===== config.mk =====
export PLATFORM = sky130hd
export DESIGN_NAME = conv_controller_flat
export DESIGN_NICKNAME = d
export VERILOG_FILES = /design/src/conv_pkg.sv /design/src/conv_if.sv /design/src/conv_controller.sv /design/src/flat_wrapper.sv
export SDC_FILE = /design/constraint.sdc
export NUM_CORES = 1
export LEC_CHECK = 0
export BUFFER_PORTS_ARGS = -buffer_cell sky130_fd_sc_hd__buf_2
export CORE_MARGIN = 2
export CORE_UTILIZATION = 40
export DETAILED_ROUTE_END_ITERATION = 10
export PLACE_DENSITY = 0.63
export REMOVE_ABC_BUFFERS = 1
export SLEW_MARGIN = 20
export SYNTH_ARGS = -nofsm -noshare
export SYNTH_HDL_FRONTEND = slang
export SYNTH_SLANG_ARGS = --single-unit

===== constraint.sdc =====
create_clock -name CLK -period 5 [get_ports CLK]
set_clock_uncertainty 0.05 [all_clocks]
set_input_delay 1 -clock CLK [delete_from_list [all_inputs] [get_ports CLK]]
set_output_delay 1 -clock CLK [all_outputs]
set_load 0.02 [all_outputs]

===== src/conv_pkg.sv =====
// constants shared by the converter end and the controller end
// assumes a single 100 MHz clock on both ends
package conv_pkg;
	localparam int CLK_MHZ        = 100;
	localparam int CLK_PERIOD_NS  = 1000 / CLK_MHZ;
	localparam int CONV_PULSE_NS  = 40;
	localparam int BUSY_MAX_NS    = 2000;
	localparam int ACQ_MIN_NS     = 2000;
	localparam int CYCLE_MIN_NS   = 4000;
	localparam int PREV_VALID_NS  = 1500;
	localparam int SETUP_DATA_NS  = 35;
	// least times round up, longest times round down
	localparam int CONV_PULSE_CYC = (CONV_PULSE_NS + CLK_PERIOD_NS - 1) / CLK_PERIOD_NS;
	localparam int BUSY_MAX_CYC   = BUSY_MAX_NS / CLK_PERIOD_NS;
	localparam int ACQ_MIN_CYC    = (ACQ_MIN_NS + CLK_PERIOD_NS - 1) / CLK_PERIOD_NS;
	localparam int CYCLE_MIN_CYC  = (CYCLE_MIN_NS + CLK_PERIOD_NS - 1) / CLK_PERIOD_NS;
	localparam int PREV_VALID_CYC = (PREV_VALID_NS + CLK_PERIOD_NS - 1) / CLK_PERIOD_NS;
	localparam int SETUP_DATA_CYC = (SETUP_DATA_NS + CLK_PERIOD_NS - 1) / CLK_PERIOD_NS;
	localparam int DATA_W         = 16;
	localparam int HALF_W         = 8;
	localparam logic [15:0] RESULT_RESET = 16'h0000;
	localparam logic [15:0] POS_FULL     = 16'h7FFF;
	localparam logic [15:0] NEG_FULL     = 16'h8000;
	localparam int CNT_W          = 12;
endpackage : conv_pkg


===== src/conv_if.sv =====
// pins between the converter and its controller
// assumes the testbench resolves the result bus from the enable
`timescale 1ns/1ps
`default_nettype none
interface conv_if;
	logic        sel_n;
	logic        rd_conv;
	logic        half_sel;
	logic        busy_n;
	logic [7:0]  result_bus_o;
	logic        result_bus_oe;
	logic [7:0]  result_bus_i;
	modport converter (input sel_n, input rd_conv, input half_sel,
		output busy_n, output result_bus_o, output result_bus_oe);
	modport controller (output sel_n, output rd_conv, output half_sel,
		input busy_n, input result_bus_i);
endinterface : conv_if
`default_nettype wire


===== src/conv_controller.sv =====
// controller end: issues conversions, reads both halves into a buffer
// assumes the converter end on the same clock
`timescale 1ns/1ps
`default_nettype none
module conv_controller (
	input  wire logic        CLK,
	input  wire logic        ARST_N,
	conv_if.controller       PINS,
	input  wire logic        START,
	input  wire logic        ABORT,
	output logic             START_READY,
	output logic [15:0]      OUT_DATA,
	output logic             OUT_VALID,
	input  wire logic        OUT_READY
);
	typedef enum logic [2:0] {IDLE, PULSE, WAIT_BUSY, READ_LO, READ_HI, PUSH,
		SPACE} state_type;

	state_type   state_reg, state_next;
	logic [conv_pkg::CNT_W-1:0] cnt_reg, cnt_next;
	logic [conv_pkg::CNT_W-1:0] gap_reg, gap_next;
	logic [7:0]  lo_reg, lo_next;
	logic [15:0] buf0_reg, buf0_next, buf1_reg, buf1_next;
	logic [1:0]  fill_reg, fill_next;
	logic        rd_reg, rd_next, half_reg, half_next;
	logic        abort_reg, abort_next;
	logic        in_valid, in_ready;

	////////////////////////////////////////////////////////////////
	// two-entry buffer keeps words while the user stalls
	assign in_ready  = fill_reg != 2'd2;
	assign OUT_VALID = fill_reg != 2'd0;
	assign OUT_DATA  = buf0_reg;
	assign in_valid  = state_reg == PUSH;

	always_comb begin
		buf0_next = buf0_reg;
		buf1_next = buf1_reg;
		fill_next = fill_reg;
		if (OUT_VALID && OUT_READY) begin
			buf0_next = buf1_reg;
			fill_next = fill_next - 2'd1;
		end
		if (in_valid && in_ready) begin
			if (fill_next == 2'd0)
				buf0_next = {PINS.result_bus_i, lo_reg};
			else
				buf1_next = {PINS.result_bus_i, lo_reg};
			fill_next = fill_next + 2'd1;
		end
	end

	////////////////////////////////////////////////////////////////
	assign START_READY = state_reg == IDLE && gap_reg == '0;

	always_comb begin
		state_next = state_reg;
		cnt_next   = cnt_reg + 1'b1;
		gap_next   = gap_reg == '0 ? gap_reg : gap_reg - 1'b1;
		lo_next    = lo_reg;
		rd_next    = rd_reg;
		half_next  = half_reg;
		abort_next = abort_reg;
		case (state_reg)
			IDLE: begin
				// spacing counted in rounded-up cycles
				if ((START || ABORT) && gap_reg == '0) begin
					state_next = PULSE;
					rd_next    = 1'b0;
					cnt_next   = '0;
					gap_next   = conv_pkg::CNT_W'(conv_pkg::CYCLE_MIN_CYC);
					abort_next = ABORT;
				end
			end
			PULSE: begin
				if (cnt_reg == conv_pkg::CNT_W'(conv_pkg::CONV_PULSE_CYC)) begin
					rd_next    = 1'b1;
					abort_next = 1'b0;
					state_next = abort_reg ? SPACE : WAIT_BUSY;
					if (abort_reg)
						gap_next = conv_pkg::CNT_W'(conv_pkg::CYCLE_MIN_CYC);
				end
			end
			WAIT_BUSY: begin
				// no reads until busy returns high
				if (PINS.busy_n && cnt_reg > conv_pkg::CNT_W'(conv_pkg::CONV_PULSE_CYC + 2)) begin
					half_next  = 1'b0;
					state_next = READ_LO;
				end
				// abort request while busy
				if (ABORT && !PINS.busy_n) begin
					state_next = PULSE;
					rd_next    = 1'b0;
					cnt_next   = '0;
					abort_next = 1'b1;
				end
			end
			READ_LO: begin
				lo_next    = PINS.result_bus_i;
				half_next  = 1'b1;
				state_next = READ_HI;
			end
			READ_HI: state_next = PUSH;
			PUSH: begin
				if (in_ready)
					state_next = IDLE;
			end
			SPACE: begin
				// after abort hold high a full cycle time
				if (gap_reg == '0)
					state_next = IDLE;
			end
			default: state_next = IDLE;
		endcase
	end

	always_ff @(posedge CLK or negedge ARST_N) begin
		if (!ARST_N) begin
			state_reg <= IDLE;
			cnt_reg   <= '0;
			gap_reg   <= '0;
			lo_reg    <= 8'h00;
			buf0_reg  <= 16'h0000;
			buf1_reg  <= 16'h0000;
			fill_reg  <= 2'd0;
			rd_reg    <= 1'b1;
			half_reg  <= 1'b0;
			abort_reg <= 1'b0;
		end else begin
			state_reg <= state_next;
			cnt_reg   <= cnt_next;
			gap_reg   <= gap_next;
			lo_reg    <= lo_next;
			buf0_reg  <= buf0_next;
			buf1_reg  <= buf1_next;
			fill_reg  <= fill_next;
			rd_reg    <= rd_next;
			half_reg  <= half_next;
			abort_reg <= abort_next;
		end
	end

	assign PINS.sel_n    = 1'b0;
	assign PINS.rd_conv  = rd_reg;
	assign PINS.half_sel = half_reg;
endmodule : conv_controller
`default_nettype wire


===== src/flat_wrapper.sv =====
// flat-port wrapper written by rule: the top's interface ports become plain ports
module conv_controller_flat 
  (CLK, ARST_N, START, ABORT, START_READY, OUT_DATA, OUT_VALID, OUT_READY, PINS_sel_n, PINS_rd_conv, PINS_half_sel, PINS_busy_n, PINS_result_bus_i);
  conv_if PINS_i ();
  input  wire logic CLK;
  input  wire logic ARST_N;
  input  wire logic START;
  input  wire logic ABORT;
  output logic START_READY;
  output logic [15:0] OUT_DATA;
  output logic OUT_VALID;
  input  wire logic OUT_READY;
  output wire logic [$bits(PINS_i.sel_n)-1:0] PINS_sel_n;
  output wire logic [$bits(PINS_i.rd_conv)-1:0] PINS_rd_conv;
  output wire logic [$bits(PINS_i.half_sel)-1:0] PINS_half_sel;
  input wire logic [$bits(PINS_i.busy_n)-1:0] PINS_busy_n;
  input wire logic [$bits(PINS_i.result_bus_i)-1:0] PINS_result_bus_i;
  assign PINS_sel_n = PINS_i.sel_n;
  assign PINS_rd_conv = PINS_i.rd_conv;
  assign PINS_half_sel = PINS_i.half_sel;
  assign PINS_i.busy_n = PINS_busy_n;
  assign PINS_i.result_bus_i = PINS_result_bus_i;
  conv_controller u_core (.CLK(CLK), .ARST_N(ARST_N), .PINS(PINS_i), .START(START), .ABORT(ABORT), .START_READY(START_READY), .OUT_DATA(OUT_DATA), .OUT_VALID(OUT_VALID), .OUT_READY(OUT_READY));
endmodule

Word level (Yosys, flattened, before mapping)
Cells that the tools add are included.

Memories: 0. Output and inout port bits: 21. RAM bits: 0. Input port bits: 14. ROM bits: 0. Bits in registers: 72. Word-level logic and storage cells: 80. Bits in latches: 0.

Shift-type cells: 0. Multiply operators: 0. Bitwise gates (word level): 1. Order comparisons: 1. Reductions and logical operators: 18. Mux-type cells: 31. Div/mod/pow operators: 0. Equality and inequality tests: 15. Add/sub/neg operators: 4.

Operators by type and width (count): $mux 12 (6); $mux 16 (3); $pmux 12 s2 (2); $mux 3 (7); $pmux 3 s7 (1); $add 12x1->12 const B (1); $eq 12x3->1 const B (1); $gt 12x3->1 const B (1); $logic_not 12->1 (1); $sub 12x1->12 const B (1); $eq 3x3->1 const B (3); $ne 2x1->1 const B (4); $mux 1 (7); $eq 3x2->1 const B (2); $logic_and 1x1->1 (6); $ne 2x2->1 const B (3); $pmux 1 s3 (2); $reduce_and 5->1 (1); $mux 2 (2); $reduce_and 2->1 (2); $reduce_and 4->1 (1); $reduce_bool 2->1 (2); $eq 3x1->1 const B (1); $logic_not 3->1 (1); other kinds (9) (9).

Longest topological paths before layout
Gate-level depths: netlist of the first run.

Word-level depth: 6. Gate-level depth with buffers: 12. Depth with buffers taken out: 9.

Least setup slack after synthesis of the first run
No wires, ideal clock.

Kind: input to register. Start: input port OUT_READY. End: register u_core.buf1_reg[10]. Data arrival time: 2.476 ns. Cell stages on the path: 8. Setup slack: 2.349 ns. Buffers on the path: 3. Required time: 4.825 ns. Library setup time: 0.125 ns. Cells stage by stage: nor2b_1 -> buf_2 -> xnor2_1 -> ha_1 -> nor2b_1 -> buf_2 -> buf_2 -> mux2_2.

Longest elaborated chain between the ends: 5.

RTL lines: from (decl) (RTL line flat_wrapper.sv:12) `input wire logic OUT_READY;`; $logic_and 1x1->1 (RTL line conv_controller.sv:40) `if (OUT_VALID && OUT_READY) begin`; $mux 2 (RTL line conv_controller.sv:40); $logic_not 2->1 (RTL line conv_controller.sv:45) `if (fill_next == 2'd0)`; $not 1->1 (no line); $reduce_and 2->1 (no line); to (signal assigned) (RTL line conv_controller.sv:135) `buf1_reg <= buf1_next;`; to (decl) (RTL line conv_controller.sv:23) `logic [15:0] buf0_reg, buf0_next, buf1_reg, buf1_next;`.

No other way between the ends. A chain may end at the register's enable or synchronous reset.

Worst setup path after layout of the first run
Start: register u_core.gap_reg[0] (netlist name). End: output port START_READY.

Longest elaborated chain between the ends: 2.

RTL lines: from (decl) (RTL line conv_controller.sv:21) `logic [conv_pkg::CNT_W-1:0] gap_reg, gap_next;`; from (signal assigned) (RTL line conv_controller.sv:132) `gap_reg <= gap_next;`; $logic_not 12->1 (RTL line conv_controller.sv:54) `assign START_READY = state_reg == IDLE && gap_reg == '0;`; $logic_and 1x1->1 (RTL line conv_controller.sv:54); to (decl) (RTL line flat_wrapper.sv:9) `output logic START_READY;`.

No other way between the ends.

==> metrics.md, run 1 <==
| Metric | Value |
|---|---|
| Status | `completed` |
| Vias | `2304` |
| Worst setup margin | `1730 ps` |
| CTS max path bufs | `2` |
| Crit path capture type | `primary output` |
| 1st-iter DRT viols | `105` |
| Post-synth EDFFs | `0` |
| Crit-path max FO | `7` |
| Worst setup SP type | `flip-flop` |
| Cts hold-fix bufs | `0` |
| Cells after synthesis | `315` |
| Postcts setup bufs | `0` |
| Worst-skew pair later-pin latency | `340 ps` |
| Initial antenna violation count | `0` |
| RSZ-0062 raised after global routing | `no` |
| Fmax | `306 MHz` |
| Worst-path clk slew | `70 ps` |
| Yosys cell types | `47` |
| Mapped Area | `3470 um^2` |
| DRT antenna net count | `0` |
| DP Worst Slack | `1680 ps` |
| P_leak | `1.72 nW` |
| Gr ovfl total | `0` |
| Power per cell area | `585 nW/um^2` |
| WHS Path Cells | `2` |
| Flops & latches, synth | `72` |
| CTS sink cnt | `72` |
| Area growth syn-to-layout | `12.0%` |
| Antenna cells | `0` |
| # nets final | `369` |
| Grt peak-use layer | `met2` |
| VDD IR max | `0.000276 V` |
| Root Buffer | `clkbuf_8` |
| Initial Util | `0.418` |
| Most common cell in the netlist | `dfrtp_1` |
| Largest cells by area after synthesis | `dfrtp_1, mux2_2, mux2i_1` |
| Reg2Reg Depth | `7` |
| Dpl cells | `442` |
| Final Non-Filler Cells | `456` |
| Average size of a mapped cell | `11.0 um^2` |
| Setup TNS | `0 ps` |
| Die width | `97.1 um` |
| Die area | `9430 um^2` |
| Max-cap viol count | `0` |
| Final hold violations | `0` |
| IO Pins | `35` |
| GPL Wtd Cong | `0.763` |
| Final wirelength | `6160 um` |
| FP Rows | `33` |
| Crit Path Class | `reg -> out` |
| Layout cell share with drive strength beyond 1 | `0.239` |
| Actual slew at the worst max-slew pin | `971 ps` |
| Pwr Total | `0.00227 W` |
| Gr usage total | `0.143` |
| Core ar. | `8300 um^2` |
| Seq/Total Area, Yosys | `0.520` |
| Final core utilization | `0.468` |
| WL/cell | `13.5 um` |
| Remaining routing DRC violations | `0` |
| Slew HR | `0.353` |
| Fill cells | `767` |
| Crit path DAT | `2220 ps` |
| IO Port Bufs | `33` |
| CTS tree | `yes` |
| Final min period | `3270 ps` |
| Vias in the first global route | `2298` |
| CTS buffer count | `9` |
| Hold WC Path Type | `reg -> reg` |
| H-tree Lvls | `3` |
| Slew Viols, Final | `0` |
| GRT met2 Usage | `0.216` |
| Async set-reset flop share out of synthesis | `1.00` |
| Grt met3 use | `0.0525` |
| Die H | `97.1 um` |
| Synth Flop Type | `dfrtp_1` |
| Post-cts sizing count | `0` |
| Met1 Use GR | `0.196` |
| First-pass GRT wire length | `10900 um` |
| Commonest cells in the synthesized netlist | `dfrtp_1, nand2_1, nor2_1, mux2_2, o21ai_0` |
| Warnings, synthesis | `0` |
| Pin count of the biggest net entering global routing | `47` |
| Post-synth top area share | `0.513` |
| Period utilization | `0.654` |
| Final setup fails | `0` |
| TritonRoute pass-1 iters | `4` |
| Post-synth top area cell | `dfrtp_1` |
| Data required, critical path | `3950 ps` |
| Detail Placement HPWL | `4250 um` |
| Via/cell ratio | `5.05` |
## placed cells by master (no fill, tap or decap), drive strengths merged, types with 2 or more instances in the layout
cell type,instances
a21oi,3
and2,3
and3,8
buf,36
clkbuf,10
clkinv,3
dfrtp,71
ha,7
inv,8
mux2,26
mux2i,18
nand2,30
nand2b,5
nand3,6
nor2,29
nor2b,6
nor3,8
nor3b,2
nor4,4
o2111ai,2
o21ai,22
o21bai,4
or3,2
xnor2,13
xor2,8
## layout make-up
class                           count  area [um^2]  share of cell area
Sequential cell                    72         1800               0.464
Multi-Input combinational cell    221         1570               0.404
Timing Repair Buffer               36          190              0.0490
Clock buffer                       10          138              0.0354
Tap cell                          105          131              0.0338
Inverter                            8         30.0             0.00773
Clock inverter                      4         22.5             0.00580
## cell families (layout without fill, tap and decap cells)
kind of cell	after synthesis	after routing	share of synthesized area
xor gates and xnor gates	21	21	0.0531
adders and majority gates	7	7	0.0253
other	1	1	0.00108
DFF	72	72	0.520
muxes	44	44	0.136
buffers and inverters	22	58	0.0282
and+or+nand+nor	112	112	0.171
AOI/OAI and AO/OA	36	36	0.0646
## where the power goes
group / internal [W] / switching, W / total, W / leakage, nW
clock: 0.000185 / 0.000205 / 0.000390 / 0.0838
sequential: 0.000850 / 0.000214 / 0.00106 / 0.868
combinational: 0.000399 / 0.000420 / 0.000819 / 0.769
total: 0.00143 / 0.000838 / 0.00227 / 1.72
## routing by layer
layer	up-vias	wire length (um)
met5	-	0
met4	0	41
met3	7	293
met2	49	2780
met1	1105	3040
li1	1143	-
## critical path: stages (launching register included)
cell	delay [ps]
dfrtp_1	390
inv_1	100
ha_1	190
nor4b_2	510
nand3_1	300
nor2_1	200
buf_2	180
## per-stage QoR
| stage | cell area (um^2) | hold slack, ps |
|---|---|---|
| after floorplan | 3400 | 410 |
| after global placement | 3720 | 423 |
| after detailed placement | 3720 | 428 |
| after CTS | 3880 | 439 |
| after global routing | 3880 | 480 |
| final | 3880 | 433 |
## final timing paths
| kind | start | endpoint | slack [ps] |
|---|---|---|---|
| hold reg to reg | u_core.PINS.rd_conv$_DFFE_PN1P_ | u_core.PINS.rd_conv$_DFFE_PN1P_ | 430 |
| max in group asynchronous | ARST_N | u_core.gap_reg[7]$_DFF_PN0_ | 3520 |
| setup / recovery | u_core.gap_reg[0]$_DFF_PN0_ | START_READY | 1730 |
| hold / removal | u_core.PINS.rd_conv$_DFFE_PN1P_ | u_core.PINS.rd_conv$_DFFE_PN1P_ | 430 |
| min in group asynchronous | ARST_N | u_core.gap_reg[3]$_DFF_PN0_ | 600 |
| setup reg to reg | u_core.fill_reg[0]$_DFF_PN0_ | u_core.OUT_DATA[12]$_DFF_PN0_ | 2200 |
(Power assumes the default switching activity.)
==> run 2: changes to the inputs <==
--- a/config.mk
+++ b/config.mk
@@ -5,11 +5,12 @@
 export SDC_FILE = /design/constraint.sdc
 export NUM_CORES = 1
 export LEC_CHECK = 0
+export ABC_AREA = 1
 export BUFFER_PORTS_ARGS = -buffer_cell sky130_fd_sc_hd__buf_2
 export CORE_MARGIN = 2
 export CORE_UTILIZATION = 40
 export DETAILED_ROUTE_END_ITERATION = 10
-export PLACE_DENSITY = 0.63
+export PLACE_DENSITY = 0.65
 export REMOVE_ABC_BUFFERS = 1
 export SLEW_MARGIN = 20
 export SYNTH_ARGS = -nofsm -noshare
==> constraint.sdc (replaced) <==
create_clock -name CLK -period 2.75 [get_ports CLK]
set_clock_uncertainty 0.05 [all_clocks]
set_input_delay 0.55 -clock CLK [delete_from_list [all_inputs] [get_ports CLK]]
set_output_delay 0.55 -clock CLK [all_outputs]
set_load 0.02 [all_outputs]
==> run 2 against run 1 <==
Critical path depth rose by 1. Synthesized cell count rose by 29%. Clock power increased to 2.6 times the previous value. Final area up 4.0%. Sequential power about the same. Via count is 20% higher. Die area is 0.65% higher. Largest cell class unchanged. Largest power group unchanged. Highest routed layer unchanged.
==> metrics.md, run 2 <==
| Metric | Value |
|---|---|
| Status | `completed (unchanged)` |
| Die width | `97.4 um (was 97.1 um)` |
| Largest cells by area after synthesis | `dfrtp_1, nand2_1, nor2_1 (was dfrtp_1, mux2_2, mux2i_1)` |
| Final min period | `2450 ps` |
| Crit-path max FO | `12 (was 7)` |
| Vias | `2763 (was 2304)` |
| Mapped Area | `3490 um^2 (was 3470 um^2)` |
| Remaining routing DRC violations | `0 (unchanged)` |
| Root Buffer | `clkbuf_8 (unchanged)` |
| Crit. Startpoint | `u_core.gap_reg[0]$_DFF_PN0_ (unchanged)` |
| Die area | `9490 um^2 (was 9430 um^2)` |
| DRT antenna net count | `0 (unchanged)` |
| Final Non-Filler Cells | `559 (was 456)` |
| Fmax | `409 MHz` |
| Max-cap viol count | `0 (unchanged)` |
| Crit Path Class | `reg -> out (unchanged)` |
| Slew Viols, Final | `0 (unchanged)` |
| Core ar. | `8590 um^2 (was 8300 um^2)` |
| Final setup fails | `0 (unchanged)` |
| DP Worst Slack | `497 ps (was 1680 ps)` |
| Initial antenna violation count | `0 (unchanged)` |
| Initial Util | `0.406 (was 0.418)` |
| Dpl cells | `543 (was 442)` |
| CTS sink cnt | `72 (unchanged)` |
| Slowest cell delay on critical path | `400 ps (was 510 ps)` |
| Pin count of the biggest net entering global routing | `73 (was 47)` |
| Net Sw Frac | `0.261 (was 0.369)` |
| Crit. path cell count | `7 (was 6)` |
| Comb pwr share | `0.118 (was 0.360)` |
| TritonRoute pass-1 iters | `4 (unchanged)` |
| # nets final | `467 (was 369)` |
| Most common cell in the netlist | `nand2_1 (was dfrtp_1)` |
| IO Pins | `35 (unchanged)` |
| Async set-reset flop share out of synthesis | `1.00 (unchanged)` |
| Worst-path clk slew | `80 ps (was 70 ps)` |
| Gr usage total | `0.161 (was 0.143)` |
| Post-synth top area share | `0.509 (was 0.513)` |
| Detail Placement HPWL | `4810 um (was 4250 um)` |
| Slowest-stage cell, CP | `dfrtp_1 (was nor4b_2)` |
| Seq/Total Area, Yosys | `0.517 (was 0.520)` |
| Worst setup margin | `303 ps (was 1730 ps)` |
| Crit path DAT | `1850 ps (was 2220 ps)` |
| H-tree Lvls | `3 (unchanged)` |
| Post-synth top area cell | `dfrtp_1 (unchanged)` |
| CP top delay family | `simple AND/OR/NAND/NOR gates (unchanged)` |
| Sw power | `0.000623 W (was 0.000838 W)` |
| Worst path cell trace | `inv_1 -> ha_1 -> nand2_1 -> nor2_2 -> nand2_2 -> nor2_1 -> buf_2 (was inv_1 -> ha_1 -> nor4b_2 -> nand3_1 -> nor2_1 -> buf_2)` |
| Via/cell ratio | `4.94 (was 5.05)` |
| R2r setup slk | `500 ps (was 2200 ps)` |
| FP Rows | `34 (was 33)` |
| RSZ-0062 raised after global routing | `no (unchanged)` |
| Gr ovfl total | `0 (unchanged)` |
| Hold WC Path Type | `in -> async (was reg -> reg)` |
| Synth Flop Type | `dfrtp_1 (unchanged)` |
| Power per cell area | `592 nW/um^2 (was 585 nW/um^2)` |
| Worst setup SP type | `flip-flop (unchanged)` |
| Yosys cell types | `34 (was 47)` |
| Layout cell share with drive strength beyond 1 | `0.166 (was 0.239)` |
| First-pass GRT wire length | `12600 um (was 10900 um)` |
| Most common cell after layout, fill and taps aside | `nand2_1 (was dfrtp_1)` |
| Area growth syn-to-layout | `15.7% (was 12.0%)` |
| 1st-iter DRT viols | `95 (was 105)` |
| Commonest cells in the synthesized netlist | `nand2_1, dfrtp_1, nor2_1, inv_1, nand3_1 (was dfrtp_1, nand2_1, nor2_1, mux2_2, o21ai_0)` |
| Vias in the first global route | `2756 (was 2298)` |
| Data required, critical path | `2150 ps (was 3950 ps)` |
| P_leak | `2.04 nW (was 1.72 nW)` |
| CP bufs+invs | `2 (unchanged)` |
| Highest-count cells in the layout ignoring fill and taps | `nand2_1, dfrtp_1, nor2_1 (was dfrtp_1, buf_2, nand2_1)` |
| Cell Int Power | `0.00177 W (was 0.00143 W)` |
| Postcts setup bufs | `0 (unchanged)` |
| WL/cell | `12.9 um (was 13.5 um)` |
| GPL Wtd Cong | `0.825 (was 0.763)` |
| Clock share of power | `0.428 (was 0.172)` |
| Crit path capture type | `primary output (unchanged)` |
| Reg power frac | `0.454 (was 0.468)` |
| CTS tree | `yes (unchanged)` |
| Final hold violations | `0 (unchanged)` |
| Cells after synthesis | `407 (was 315)` |
| Reg2Reg Depth | `9 (was 7)` |
| Fill cells | `837 (was 767)` |
| CTS max path bufs | `2 (unchanged)` |
| Average size of a mapped cell | `8.57 um^2 (was 11.0 um^2)` |
| Die H | `97.4 um (was 97.1 um)` |
| Worst-skew pair later-pin latency | `340 ps (about the same)` |
| RR Startpoint | `u_core.fill_reg[0]$_DFF_PN0_ (unchanged)` |
| Period utilization | `0.890` |
| Antenna cells | `0 (unchanged)` |
| Post-synth EDFFs | `0 (unchanged)` |
| Reg-to-Reg End | `u_core.buf1_reg[7]$_DFFE_PN0P_ (was u_core.OUT_DATA[12]$_DFF_PN0_)` |
| IO Port Bufs | `33 (unchanged)` |
| Warnings, synthesis | `0 (unchanged)` |
| CTS buffer count | `9 (unchanged)` |
| Final wirelength | `7240 um (was 6160 um)` |
| VDD IR max | `0.000413 V (was 0.000276 V)` |
| Flops & latches, synth | `72 (unchanged)` |
run 2: what timing repair did:
| action | CTS | global route |
|---|---|---|
| endpoints found under the setup margin | 0 | 1 |
| resized for setup | 0 | 1 |
| hold buffers | 0 | 0 |
run 2: final cells by class:
cell class / instances / area (um^2) / area share
sequential: 72 / 1800 / 0.446
multi-input combinational: 283 / 1470 / 0.365
timing repair buffer: 41 / 238 / 0.0589
inverter: 39 / 146 / 0.0362
tap: 108 / 135 / 0.0335
clock buffer: 10 / 128 / 0.0316
clock inverter: 6 / 116 / 0.0288
run 2: worst register-to-register path: stages, from the launching register on:
cell and delay [ps]:
dfrtp_1 400, inv_1 90, ha_1 160, clkinv_1 70, nand2_1 240, xor2_1 260, ha_1 200, inv_1 70
nand2_4 240, mux2_2 380
run 2: kinds of logic after synthesis:
logic type                 Yosys count  synth area share
adders and majority gates            7            0.0251
AOI/OAI and AO/OA                   58            0.0932
and+or+nand+nor                    194             0.234
buffers and inverters               52            0.0620
xor gates and xnor gates            15            0.0376
other                                1           0.00107
muxes                                8            0.0301
DFF                                 72             0.517
run 2: worst max path at each step:
stage	endpoint
final	START_READY
after global routing	START_READY
after CTS	START_READY
after detailed placement	u_core.buf1_reg[7]$_DFFE_PN0P_
after global placement	u_core.buf1_reg[7]$_DFFE_PN0P_
after floorplan	u_core.OUT_DATA[0]$_DFF_PN0_
run 2: routing by layer:
metal	global-route usage	part of all wire
met5	0	0
met4	0.0491	0.0086
met3	0.0410	0.041
met2	0.267	0.47
met1	0.208	0.48
run 2: through the flow:
step,hold slack (ps),total power [W],TNS (ps),utilization,area (um^2)
finish,156,0.00239,0,0.470,4040
global route,205,0.00250,0,0.470,4040
CTS,185,0.00242,0,0.470,4040
detailed placement,402,0.00139,0,0.441,3790
global placement,397,0.00138,0,0.441,3790
floorplan,204,0.00126,-256,-,3420
run 2: power groups by stage:
stage / sequential (W) / combinational (W) / clock [W]
finish: 0.00108 / 0.000282 / 0.00102
global route: 0.00109 / 0.000319 / 0.00109
CTS: 0.00108 / 0.000287 / 0.00104
detailed placement: 0.00111 / 0.000286 / 0
global placement: 0.00110 / 0.000276 / 0
floorplan: 0.00110 / 0.000159 / 0
==> run 3: changes to the inputs <==
--- a/config.mk
+++ b/config.mk
@@ -9,6 +9,7 @@
 export BUFFER_PORTS_ARGS = -buffer_cell sky130_fd_sc_hd__buf_2
 export CORE_MARGIN = 2
 export CORE_UTILIZATION = 40
+export CTS_BUF_LIST = sky130_fd_sc_hd__clkbuf_2
 export DETAILED_ROUTE_END_ITERATION = 10
 export PLACE_DENSITY = 0.65
 export REMOVE_ABC_BUFFERS = 1
==> run 3 against run 2 <==
Maximum frequency fell by 3.1%. Count of clock-buffer cells in the layout did not move. Die area did not move. Via count rose by 0.29%. Total power fell by 9.2%. Combinational power barely moved. Setup slack got worse by 77 ps. Critical path depth did not move.
==> metrics.md, run 3 (synthesis results as in run 2) <==
| Metric | Value |
|---|---|
| Met2 Wirelength | `3340 um (was 3420 um)` |
| Remaining routing DRC violations | `0 (unchanged)` |
| RSZ-0062 raised after global routing | `no (unchanged)` |
| R2r setup slk | `470 ps (was 500 ps)` |
| Worst-skew pair later-pin latency | `520 ps (was 340 ps)` |
| CTS sink cnt | `72 (unchanged)` |
| Worst hold path endpoint | `u_core.lo_reg[1]$_DFFE_PN0P_` |
| Pin count of the biggest net entering global routing | `73 (unchanged)` |
| Gr ovfl total | `0 (unchanged)` |
| WL/cell | `13.0 um (was 12.9 um)` |
| IO Port Bufs | `33 (unchanged)` |
| Die H | `97.4 um (unchanged)` |
| Final wirelength | `7280 um (was 7240 um)` |
| First-pass GRT wire length | `12700 um (was 12600 um)` |
| DRT antenna net count | `0 (unchanged)` |
| P_leak | `2.04 nW (about the same)` |
| Length of routed wiring on met1 | `3450 um (was 3460 um)` |
| Crit path capture type | `primary output (unchanged)` |
| Worst setup SP type | `flip-flop (unchanged)` |
| Core ar. | `8590 um^2 (unchanged)` |
| Power per cell area | `544 nW/um^2 (was 592 nW/um^2)` |
| CTS buffer count | `9 (unchanged)` |
| Hold Crit Start | `PINS_result_bus_i[1]` |
| Max-cap viol count | `0 (unchanged)` |
| # nets final | `469 (was 467)` |
| Most common cell after layout, fill and taps aside | `nand2_1 (unchanged)` |
| VDD IR max | `0.000274 V (was 0.000413 V)` |
| Period utilization | `0.918 (was 0.890)` |
| Data required, critical path | `2150 ps (about the same)` |
| Slew Viols, Final | `0 (unchanged)` |
| Setup TNS | `0 ps (unchanged)` |
| Final min period | `2520 ps (was 2450 ps)` |
| Fmax | `396 MHz (was 409 MHz)` |
| Hold WC Path Type | `in -> reg (was in -> async)` |
| Die area | `9490 um^2 (unchanged)` |
| Vias in the first global route | `2769 (was 2756)` |
| Detail Placement HPWL | `4810 um (unchanged)` |
| CTS max path bufs | `2 (unchanged)` |
| Area growth syn-to-layout | `14.4% (was 15.7%)` |
| Routed wl met3 | `383 um (was 294 um)` |
| Initial Util | `0.406 (unchanged)` |
| CTS tree | `yes (unchanged)` |
| Uppermost routed layer | `met4 (unchanged)` |
| Final setup fails | `0 (unchanged)` |
| FP Rows | `34 (unchanged)` |
| Layout cell share with drive strength beyond 1 | `0.172 (was 0.166)` |
| Vias | `2771 (was 2763)` |
| Worst-path clk slew | `220 ps (was 80 ps)` |
| Final hold violations | `0 (unchanged)` |
| Die width | `97.4 um (unchanged)` |
| Via/cell ratio | `4.94 (about the same)` |
| IO Pins | `35 (unchanged)` |
| Root Buffer | `clkbuf_2 (was clkbuf_8)` |
| Status | `completed (unchanged)` |
| Crit-path max FO | `12 (unchanged)` |
| GPL Wtd Cong | `0.825 (unchanged)` |
| Final core utilization | `0.464 (was 0.470)` |
| WHS Path Cells | `3` |
| Crit path DAT | `1920 ps (was 1850 ps)` |
| Antenna cells | `0 (unchanged)` |
| Crit Path Class | `reg -> out (unchanged)` |
| Reg2Reg Depth | `9 (unchanged)` |
| Reg-to-Reg End | `u_core.buf1_reg[7]$_DFFE_PN0P_ (unchanged)` |
| TritonRoute pass-1 iters | `4 (unchanged)` |
| RR Startpoint | `u_core.fill_reg[0]$_DFF_PN0_ (unchanged)` |
| Initial antenna violation count | `0 (unchanged)` |
| Gr usage total | `0.164 (was 0.161)` |
| Highest-count cells in the layout ignoring fill and taps | `nand2_1, dfrtp_1, nor2_1 (unchanged)` |
| 1st-iter DRT viols | `87 (was 95)` |
| H-tree Lvls | `3 (unchanged)` |
[run 3: cell count changes in the layout (fill, tap and decap cells not counted)]
| cell | previous run | this run |
|---|---|---|
| buf_4 | 7 | 8 |
| clkbuf_1 | 1 | 0 |
| clkbuf_2 | 0 | 10 |
| clkbuf_8 | 9 | 0 |
| dlygate4sd3_1 | 0 | 1 |
| nand2_2 | 3 | 2 |
| nand2_4 | 1 | 2 |
| nor2_1 | 60 | 59 |
| nor2_4 | 0 | 1 |
[run 3: repair_timing]
item / CTS / global route
endpoints found under the setup margin: 1 / 1
buffers inserted: 0 / 1
pin swaps: 0 / 1
hold buffers: 1 / 0
gates resized for setup: 1 / 3
hold endpoints to repair: 71 / 0
[run 3: worst max path at each step]
stage / from / to / depth (start not counted)
after CTS: u_core.gap_reg[0]$_DFF_PN0_ / START_READY / 7
after global routing: u_core.gap_reg[0]$_DFF_PN0_ / START_READY / 7
final: u_core.gap_reg[0]$_DFF_PN0_ / START_READY / 7
after detailed placement: u_core.fill_reg[0]$_DFF_PN0_ / u_core.buf1_reg[7]$_DFFE_PN0P_ / 9
after global placement: OUT_READY / u_core.buf1_reg[7]$_DFFE_PN0P_ / 7
after floorplan: u_core.fill_reg[0]$_DFF_PN0_ / u_core.OUT_DATA[0]$_DFF_PN0_ / 9
[run 3: through the flow]
| stage | power, W | setup WS, ps | instances | hold slack [ps] | area (um^2) |
|---|---|---|---|---|---|
| after floorplan | 0.00126 | -16.7 | 394 | 204 | 3420 |
| after global placement | 0.00138 | 573 | 543 | 397 | 3790 |
| after detailed placement | 0.00139 | 497 | 543 | 402 | 3790 |
| after CTS | 0.00220 | 47.3 | 560 | 141 | 3970 |
| after global routing | 0.00228 | 35.2 | 561 | 133 | 3990 |
| final | 0.00217 | 226 | 561 | 190 | 3990 |
[run 3: final cells by class]
cell class	instances	area [um^2]
Sequential cell	72	1800
Tap cell	108	135
Clock inverter	6	116
Multi-Input combinational cell	283	1490
Timing Repair Buffer	43	255
Inverter	39	146
Fill cell	839	4600
Clock buffer	10	50.0
[run 3: critical path: stages (launching register included)]
cell and delay [ps]:
dfrtp_1 440, inv_1 100, ha_1 200, nand2_1 110
nor2_4 140, nand2_4 120, nor2_2 120, buf_2 170
[run 3: routing by layer]
| metal | vias up | global-route usage |
|---|---|---|
| met4 | 0 | 0.0556 |
| met3 | 11 | 0.0496 |
| met2 | 68 | 0.269 |
| met1 | 1299 | 0.208 |
| met5 | - | 0 |
| li1 | 1393 | - |
[run 3: power breakdown]
group	internal (W)	total, W	switching (W)
Combinational	0.0000858	0.000284	0.000199
Clock	0.000402	0.000799	0.000397
Sequential	0.00108	0.00109	0.0000109
